### src/rtsp_consts.vh
/*
 constants for the real-time trace status port: status codes, marker codes,
 fifo geometry and byte-count settings. assumes inclusion by rtsp_trace_port.v.
*/
`ifndef RTSP_CONSTS_VH
`define RTSP_CONSTS_VH

// ----------------------------------------------------------------
// status nibble codes
// ----------------------------------------------------------------
`define RTSP_ST_CONT      4'h0
`define RTSP_ST_BEGIN     4'h1
`define RTSP_ST_USER      4'h3
`define RTSP_ST_WDATA     4'h4
`define RTSP_ST_BRANCH    4'h5
`define RTSP_ST_RTE       4'h7
`define RTSP_ST_MARK1     4'h8
`define RTSP_ST_EXC       4'hc
`define RTSP_ST_EMU       4'hd
`define RTSP_ST_STOP      4'he
`define RTSP_ST_HALT      4'hf

// ----------------------------------------------------------------
// instruction classes from the core
// ----------------------------------------------------------------
`define RTSP_IC_NORMAL    3'h0
`define RTSP_IC_BRANCH    3'h1
`define RTSP_IC_RTE       3'h2
`define RTSP_IC_PULSE     3'h3
`define RTSP_IC_WDATA     3'h4
`define RTSP_IC_USER      3'h5

// ----------------------------------------------------------------
// fifo and byte counts
// ----------------------------------------------------------------
`define RTSP_FIFO_DEPTH   2
`define RTSP_DATA_W       32
`define RTSP_BCNT_W       2
`define RTSP_NIB_W        4
`define RTSP_ADDR_SHIFT   1
`define RTSP_BT_2B        2'h1
`define RTSP_BT_3B        2'h2
`define RTSP_BT_4B        2'h3
`define RTSP_BT_OFF       2'h0

`endif

### src/rtsp_trace_port.v
/*
 real-time trace status port: status nibble encoder plus a two-entry 32-bit
 fifo shifting captured values out on the debug data nibble.
 assumes: core events arrive on mclk; trace_clock is a free-running pin-rate
 clock from outside, sampled here by mclk; trace pins change a few mclk after its rising edges.
*/
`timescale 1ns/1ps
`default_nettype none
`include "rtsp_consts.vh"

module rtsp_trace_port #(
   parameter DEPTH = `RTSP_FIFO_DEPTH,
   parameter DW    = `RTSP_DATA_W
) (
   // clock and reset
   input  wire        mclk,
   input  wire        nrst,
   // trace pin clock from outside
   input  wire        trace_clock,
   // core events, one-cycle pulses unless noted
   input  wire        instr_start,
   input  wire [2:0]  instr_class,
   input  wire        branch_taken,
   input  wire        branch_variant,
   input  wire [31:0] branch_target,
   input  wire        data_capture,
   input  wire [31:0] data_value,
   input  wire [1:0]  data_bytes_m1,
   input  wire        pc_sync_request,
   // core modes, levels
   input  wire        exc_active,
   input  wire        emu_exc_active,
   input  wire        stopped,
   input  wire        halted,
   // configuration: 0 off, 1..3 = 2..4 bytes
   input  wire [1:0]  branch_target_display_field,
   // core stall
   output wire        core_stall,
   // trace pins
   output reg  [3:0]  processor_status_nibble,
   output reg  [3:0]  debug_data_nibble
);

   // ----------------------------------------------------------------
   // trace clock edge detection
   // ----------------------------------------------------------------
   reg  tclk_s1_q;
   reg  tclk_s2_q;
   reg  tclk_s3_q;
   wire tick;

   always @(posedge mclk or negedge nrst) begin
      if (!nrst) begin
         tclk_s1_q <= 1'b0;
         tclk_s2_q <= 1'b0;
         tclk_s3_q <= 1'b0;
      end else begin
         tclk_s1_q <= trace_clock;
         tclk_s2_q <= tclk_s1_q;
         tclk_s3_q <= tclk_s2_q;
      end
   end

   // one mclk pulse per rising trace clock edge: pins advance on it
   assign tick = tclk_s2_q & ~tclk_s3_q;

   // ----------------------------------------------------------------
   // capture decision
   // ----------------------------------------------------------------
   reg         cap_req;
   reg  [31:0] cap_val;
   reg  [1:0]  cap_bm1;
   reg  [3:0]  evt_code;

   always @* begin
      cap_req = 1'b0;
      cap_val = data_value;
      cap_bm1 = data_bytes_m1;
      if (instr_start && branch_taken && branch_variant &&
          branch_target_display_field != `RTSP_BT_OFF) begin
         cap_req = 1'b1;
         cap_val = branch_target >> `RTSP_ADDR_SHIFT;
         cap_bm1 = branch_target_display_field;
      end else if (data_capture) begin
         cap_req = 1'b1;
      end
   end

   // ----------------------------------------------------------------
   // fifo
   // ----------------------------------------------------------------
   reg  [DW-1:0] fifo_val_q [0:DEPTH-1];
   reg  [1:0]    fifo_bm1_q [0:DEPTH-1];
   reg           wr_ptr_q;
   reg           rd_ptr_q;
   reg  [1:0]    count_q;
   wire          full;
   wire          empty;
   wire          push;
   wire          pop;

   assign full       = (count_q == DEPTH[1:0]);
   assign empty      = (count_q == 2'h0);
   assign core_stall = cap_req & full;
   assign push       = cap_req & ~full;

   // ----------------------------------------------------------------
   // fifo head and mode summary
   // ----------------------------------------------------------------
   wire [DW-1:0] head_val;
   wire [1:0]    head_bm1;
   wire          mode_any;
   wire          mark_go;
   reg  [1:0]    count_d;

   // the entry under the read pointer is what the next marker announces
   assign head_val = fifo_val_q[rd_ptr_q];
   assign head_bm1 = fifo_bm1_q[rd_ptr_q];

   // a mode code owns the status pins, so no marker may start under it
   assign mode_any = halted | stopped | emu_exc_active | exc_active;

   // fill level: a push and a pop in one cycle leave it unchanged
   always @* begin
      count_d = count_q;
      if (push && !pop) begin
         count_d = count_q + 2'h1;
      end else if (pop && !push) begin
         count_d = count_q - 2'h1;
      end
   end

   // ----------------------------------------------------------------
   // shifter: marker then nibbles, one per trace cycle
   // ----------------------------------------------------------------
   localparam SH_IDLE = 2'h0;
   localparam SH_MARK = 2'h1;
   localparam SH_DATA = 2'h2;

   reg  [1:0]  sh_state_q;
   reg  [1:0]  sh_state_d;
   reg  [31:0] sh_data_q;
   reg  [31:0] sh_data_d;
   reg  [2:0]  sh_left_q;
   reg  [2:0]  sh_left_d;
   reg  [3:0]  debug_data_nibble_d;

   // marker and pop go together: a marker hidden behind a mode code would
   // leave the probe unable to frame the nibbles that follow it
   assign mark_go = tick & ~empty & ~mode_any & (sh_state_q == SH_IDLE);
   assign pop     = mark_go;

   integer i;
   always @(posedge mclk or negedge nrst) begin
      if (!nrst) begin
         wr_ptr_q <= 1'b0;
         rd_ptr_q <= 1'b0;
         count_q  <= 2'h0;
         for (i = 0; i < DEPTH; i = i + 1) begin
            fifo_val_q[i] <= {DW{1'b0}};
            fifo_bm1_q[i] <= 2'h0;
         end
      end else begin
         if (push) begin
            fifo_val_q[wr_ptr_q] <= cap_val;
            fifo_bm1_q[wr_ptr_q] <= cap_bm1;
            wr_ptr_q             <= ~wr_ptr_q;
         end
         if (pop) begin
            rd_ptr_q <= ~rd_ptr_q;
         end
         count_q <= count_d;
      end
   end

   always @* begin
      sh_state_d = sh_state_q;
      sh_data_d  = sh_data_q;
      sh_left_d  = sh_left_q;
      debug_data_nibble_d    = debug_data_nibble;
      case (sh_state_q)
         SH_IDLE: begin
            if (mark_go) begin
               sh_data_d  = head_val;
               sh_left_d  = {head_bm1, 1'b1};                      // nibbles minus one
               sh_state_d = SH_MARK;
            end
         end
         SH_MARK: begin
            if (tick) begin
               debug_data_nibble_d    = sh_data_q[3:0];
               sh_data_d  = sh_data_q >> `RTSP_NIB_W;
               sh_state_d = SH_DATA;
            end
         end
         SH_DATA: begin
            if (tick && sh_left_q == 3'h0) begin
               sh_state_d = SH_IDLE;
            end else if (tick) begin
               debug_data_nibble_d    = sh_data_q[3:0];
               sh_data_d  = sh_data_q >> `RTSP_NIB_W;
               sh_left_d  = sh_left_q - 3'h1;
            end
         end
         default: begin
            sh_state_d = SH_IDLE;
         end
      endcase
   end

   // ----------------------------------------------------------------
   // shifter registers
   // ----------------------------------------------------------------
   // data pins hold the last nibble between values
   always @(posedge mclk or negedge nrst) begin
      if (!nrst) begin
         sh_state_q        <= SH_IDLE;
         sh_data_q         <= 32'h0;
         sh_left_q         <= 3'h0;
         debug_data_nibble <= 4'h0;
      end else begin
         sh_state_q        <= sh_state_d;
         sh_data_q         <= sh_data_d;
         sh_left_q         <= sh_left_d;
         debug_data_nibble <= debug_data_nibble_d;
      end
   end

   // ----------------------------------------------------------------
   // status encoding
   // ----------------------------------------------------------------
   // instruction events are latched until the next trace tick so a
   // single-mclk event is not lost between slower pin updates
   reg  [3:0] pend_q;
   reg  [3:0] pend_d;
   reg        pend_v_q;
   reg        pend_v_d;

   always @* begin
      evt_code = `RTSP_ST_CONT;
      if (pc_sync_request) begin
         evt_code = `RTSP_ST_BRANCH;
      end else if (instr_start && !core_stall) begin
         if (branch_taken) begin
            evt_code = `RTSP_ST_BRANCH;
         end else if (instr_class == `RTSP_IC_RTE) begin
            evt_code = `RTSP_ST_RTE;
         end else if (instr_class == `RTSP_IC_PULSE || instr_class == `RTSP_IC_WDATA) begin
            evt_code = `RTSP_ST_WDATA;
         end else if (instr_class == `RTSP_IC_USER) begin
            evt_code = `RTSP_ST_USER;
         end else begin
            evt_code = `RTSP_ST_BEGIN;
         end
      end
   end

   // ----------------------------------------------------------------
   // pending event latch
   // ----------------------------------------------------------------
   // a marker tick leaves the event pending so that it shows one tick later
   always @* begin
      pend_d   = pend_q;
      pend_v_d = pend_v_q;
      if (evt_code != `RTSP_ST_CONT) begin
         pend_d   = evt_code;
         pend_v_d = 1'b1;
      end else if (tick && !mark_go) begin
         pend_v_d = 1'b0;
      end
   end

   always @(posedge mclk or negedge nrst) begin
      if (!nrst) begin
         pend_q   <= `RTSP_ST_CONT;
         pend_v_q <= 1'b0;
      end else begin
         pend_q   <= pend_d;
         pend_v_q <= pend_v_d;
      end
   end

   // ----------------------------------------------------------------
   // status next value
   // ----------------------------------------------------------------
   reg  [3:0] status_d;

   // mode codes win; a marker beats a pending event, which then waits a tick
   always @* begin
      status_d = processor_status_nibble;
      if (tick) begin
         if (halted) begin
            status_d = `RTSP_ST_HALT;
         end else if (stopped) begin
            status_d = `RTSP_ST_STOP;
         end else if (emu_exc_active) begin
            status_d = `RTSP_ST_EMU;
         end else if (exc_active) begin
            status_d = `RTSP_ST_EXC;
         end else if (mark_go) begin
            status_d = `RTSP_ST_MARK1 | {2'b00, head_bm1};
         end else if (pend_v_q) begin
            status_d = pend_q;
         end else begin
            status_d = `RTSP_ST_CONT;
         end
      end
   end

   // ----------------------------------------------------------------
   // status register
   // ----------------------------------------------------------------
   always @(posedge mclk or negedge nrst) begin
      if (!nrst) begin
         processor_status_nibble <= `RTSP_ST_CONT;
      end else begin
         processor_status_nibble <= status_d;
      end
   end

endmodule // rtsp_trace_port
`default_nettype wire

### config.mk
export PLATFORM = sky130hd
export DESIGN_NAME = rtsp_trace_port
export DESIGN_NICKNAME = d
export VERILOG_FILES = /design/src/rtsp_trace_port.v
export VERILOG_INCLUDE_DIRS = /design/src
export SDC_FILE = /design/constraint.sdc
export NUM_CORES = 1
export LEC_CHECK = 0
export BUFFER_PORTS_ARGS = -buffer_cell sky130_fd_sc_hd__buf_2
export CORE_MARGIN = 2
export CORE_UTILIZATION = 40
export DETAILED_ROUTE_END_ITERATION = 6
export PLACE_DENSITY = 0.69
export SLEW_MARGIN = 10
export SYNTH_ARGS = -nofsm -noshare
export SYNTH_HDL_FRONTEND = slang
export SYNTH_SLANG_ARGS = --single-unit
### constraint.sdc
create_clock -name mclk -period 1.9 [get_ports mclk]
set_clock_uncertainty 0.05 [all_clocks]
set_input_delay 0.38 -clock mclk [delete_from_list [all_inputs] [get_ports mclk]]
set_output_delay 0.38 -clock mclk [all_outputs]
set_load 0.01 [all_outputs]
==> key figures <==
Final layout
  – Final Non-Filler Cells: 865
  – P&R area growth vs syn: 29.1%
  – Final Util: 0.525
  – Fill cell count: 1254
  – Share of post-route cells with drive strength above 1: 0.323
  – Multi-input logic area: 0.00273 sq mm
  – ANT cells: 0
  – Post-route cell area: 0.00760 sq mm
  – Layout Nets: 760
  – FF/Latch Area: 0.00311 sq mm

Timing
  – Fin crit share: 1.09
  – Setup TNS: -4.69 ns
  – Final setup viols: 32
  – Setup WS post-layout: -0.165 ns
  – RSZ-0062 raised after global routing: true
  – Final min period: 2.07 ns
  – Fmax: 0.484 GHz
  – Worst Max-Slew Pin Slew: 0.472 ns
  – Max-slew headroom: 0.685
  – Slew Viols, Final: 0
  – Final hold vios: 0

Power and ir drop
  – Leakage: 3.39 nW
  – Int Pwr: 8.87 mW
  – Pwr dens: 1790 mW/mm^2
  – Part of the power in registers: 0.338
  – Combinational share of power: 0.442
  – Overall power: 13.6 mW
  – Clock share of power: 0.221
  – Switching Fraction: 0.347
  – Switching power: 4.71 mW
  – Maximum VDD drop: 0.920 mV

Critical path
  – CP top delay family: buffers and inverters
  – Crit end category: register
  – Setup Crit Path Kind: reg2reg
  – Critical path's largest stage delay: 0.38 ns
  – Cell mode on critical path: buf_6
  – Worst Path Max Fanout: 8
  – Startpoint types: register
  – Crit-path slowest cell: dfrtp_1
  – Worst Path Required: 2.14 ns
  – Worst path bufs/invs: 3
  – Critical Path AT: 2.31 ns
  – Cell breakdown of the critical path: inv_2 > ha_4 > nor2b_4 > and3_4 > a2111oi_4 > buf_6 > buf_6 > mux2_2

Clock network
  – Clk slew on worst S/H paths: 0.05 ns
  – Root Driver: clkbuf_16
  – Clock buffer depth: 2
  – CTS tree: done
  – Clock Latency Late Sink: 0.41 ns
  – CTS sink count: 124
  – Cts bufs inserted: 17
  – H-tree depth: 4

Global routing
  – Met1 Use GR: 0.204
  – First-pass GRT wire length: 20400 um
  – Remaining global-route overflow: 0
  – Global route hottest layer: met2
  – Initial antenna violation count: 0
  – Met2 Usage GRT: 0.269
  – Vias in the first global route: 4356
  – Largest net degree at the start of global routing: 61
  – Met3 GRT Util: 0.0454
  – GRT Overall Usage: 0.161

Detailed routing
  – 1st-pass router iterations: 4
  – Wirelength per Cell: 15.0 um
  – Post-route ant nets: 0
  – Vias per cell: 5.09
  – Via count: 4404
  – DRC: 0
  – DRT iter0 DRCs: 286
  – Routed wire length: 13000 um

Place
  – Placer congestion estimate: 0.843
  – Placed cell areas: 0.00682 sq mm
  – Detail Placement HPWL: 8470 um
  – # placed instances: 828
  – Buffers on Ports: 90

Yosys
  – Synth Instances: 553
  – Area leader, netlist: dfrtp_1
  – Top cell type's share of synthesized area: 0.527
  – Commonest cells post-synth: 124 x dfrtp_1, 73 x nand2_1, 67 x mux2i_1, 67 x o21ai_0, 44 x nor2_1
  – Ys async rst share: 1.00
  – Synthesized area per cell: 10.6 sq um
  – #FFs+latches synth: 124
  – Synth cell types: 42
  – Synth Cell Area: 0.00589 sq mm
  – Top cells by area, synth: dfrtp_1 53%, mux2i_1 11%, mux2_2 7.8%
  – Synth warn: 0
  – Post-synthesis sequential area ratio: 0.527
  – Synth Net Count: 644
  – Post-synth EDFFs: 0
  – Main synth FF type: dfrtp_1
  – Most frequent cell after synthesis: dfrtp_1

Flow run
  – Max-cap violations: 0

Floorplanning
  – Initial core utilization: 0.407
  – Die X: 125 um
  – Row cnt: 44
  – Core Region: 0.0145 sq mm
  – Total die area: 0.0157 sq mm
  – Num ports: 92
  – Die Y: 125 um

Outcome
  – Failing checks: negative setup slack
  – Status: finished, violations left

Hold path
  – Min-Delay Path Class: in2reg
[placed cells by master (no fill, tap or decap), types with 10 or more instances in the layout]
cell type	instances
mux2_2	18
inv_1	10
dfrtp_1	122
nand2_1	73
buf_2	89
clkbuf_16	19
mux2_4	24
buf_4	26
nor2_1	43
buf_12	10
a21oi_1	36
mux2i_1	67
o21ai_0	66
[registers in the layout, summed over array words and instances (netlist names), 3 cells and up]
| register | count |
|---|---|
| sh_data_q | 32 |
| debug_data_nibble | 4 |
| pend_q | 3 |
| sh_left_q | 3 |
| fifo_val_q | 64 |
| fifo_bm1_q | 4 |
| processor_status_nibble | 4 |
[area by class of cell]
type,instances,share of cell area
Sequential cell,124,0.408
Multi-Input combinational cell,383,0.359
Timing Repair Buffer,131,0.123
Clock buffer,21,0.0606
Tap cell,184,0.0303
Clock inverter,10,0.0123
Inverter,12,0.00592
[through the flow]
step / setup WS, ns / hold WS, ns
4_1_cts: -0.116 / 0.0162
6_report: -0.165 / 0.0273
2_1_floorplan: -0.125 / 0.0344
5_1_grt: -0.232 / 0.0169
3_3_place_gp: -0.252 / 0.304
3_5_place_dp: -0.271 / 0.286
[kinds of logic after synthesis]
kind of cell / count (synthesis) / synth area share
simple gates: 140 / 0.102
xor+xnor: 5 / 0.00744
mux: 109 / 0.194
fa+ha+maj: 8 / 0.0170
flops: 124 / 0.527
buf+inv: 46 / 0.0344
compound gates: 121 / 0.118
[metal layers]
| metal | vias to the layer above | wire length (um) |
|---|---|---|
| met5 | - | 0 |
| met2 | 117 | 6290 |
| met3 | 22 | 592 |
| met1 | 2104 | 5910 |
| li1 | 2161 | - |
| met4 | 0 | 199 |
[power groups by stage]
| stage | clock network [mW] | registers (mW) | logic (mW) |
|---|---|---|---|
| floorplan | 0 | 4.39 | 3.77 |
| global placement | 0 | 4.50 | 4.92 |
| detailed placement | 0 | 4.57 | 5.12 |
| CTS | 3.05 | 4.56 | 5.18 |
| global route | 3.19 | 4.73 | 6.60 |
| finish | 3.00 | 4.58 | 6.00 |
[path summary, 6_finish.rpt]
path                                   start  cells past startpoint       endpoint  slack, ns
worst max-delay path            sh_left_q[0]                      8  sh_data_q[31]      -0.17
worst min-delay path             trace_clock                      1      tclk_s1_q       0.03
worst max register to register  sh_left_q[0]                      8  sh_data_q[31]      -0.17
worst min register to register     tclk_s1_q                      0      tclk_s2_q       0.30
max in group asynchronous               nrst                      3   sh_left_q[2]       0.79
min in group asynchronous               nrst                      2      pend_q[2]       0.42
[timing repair]
action / in CTS / in global routing
buffers inserted: 0 / 2
hold buffers: 1 / 0
gates resized for setup: 3 / 37
cloned: 0 / 3
hold endpoints to repair: 28 / 0
pin swaps: 0 / 3
endpoints found under the setup margin: 34 / 41
(Power assumes the default switching activity.)
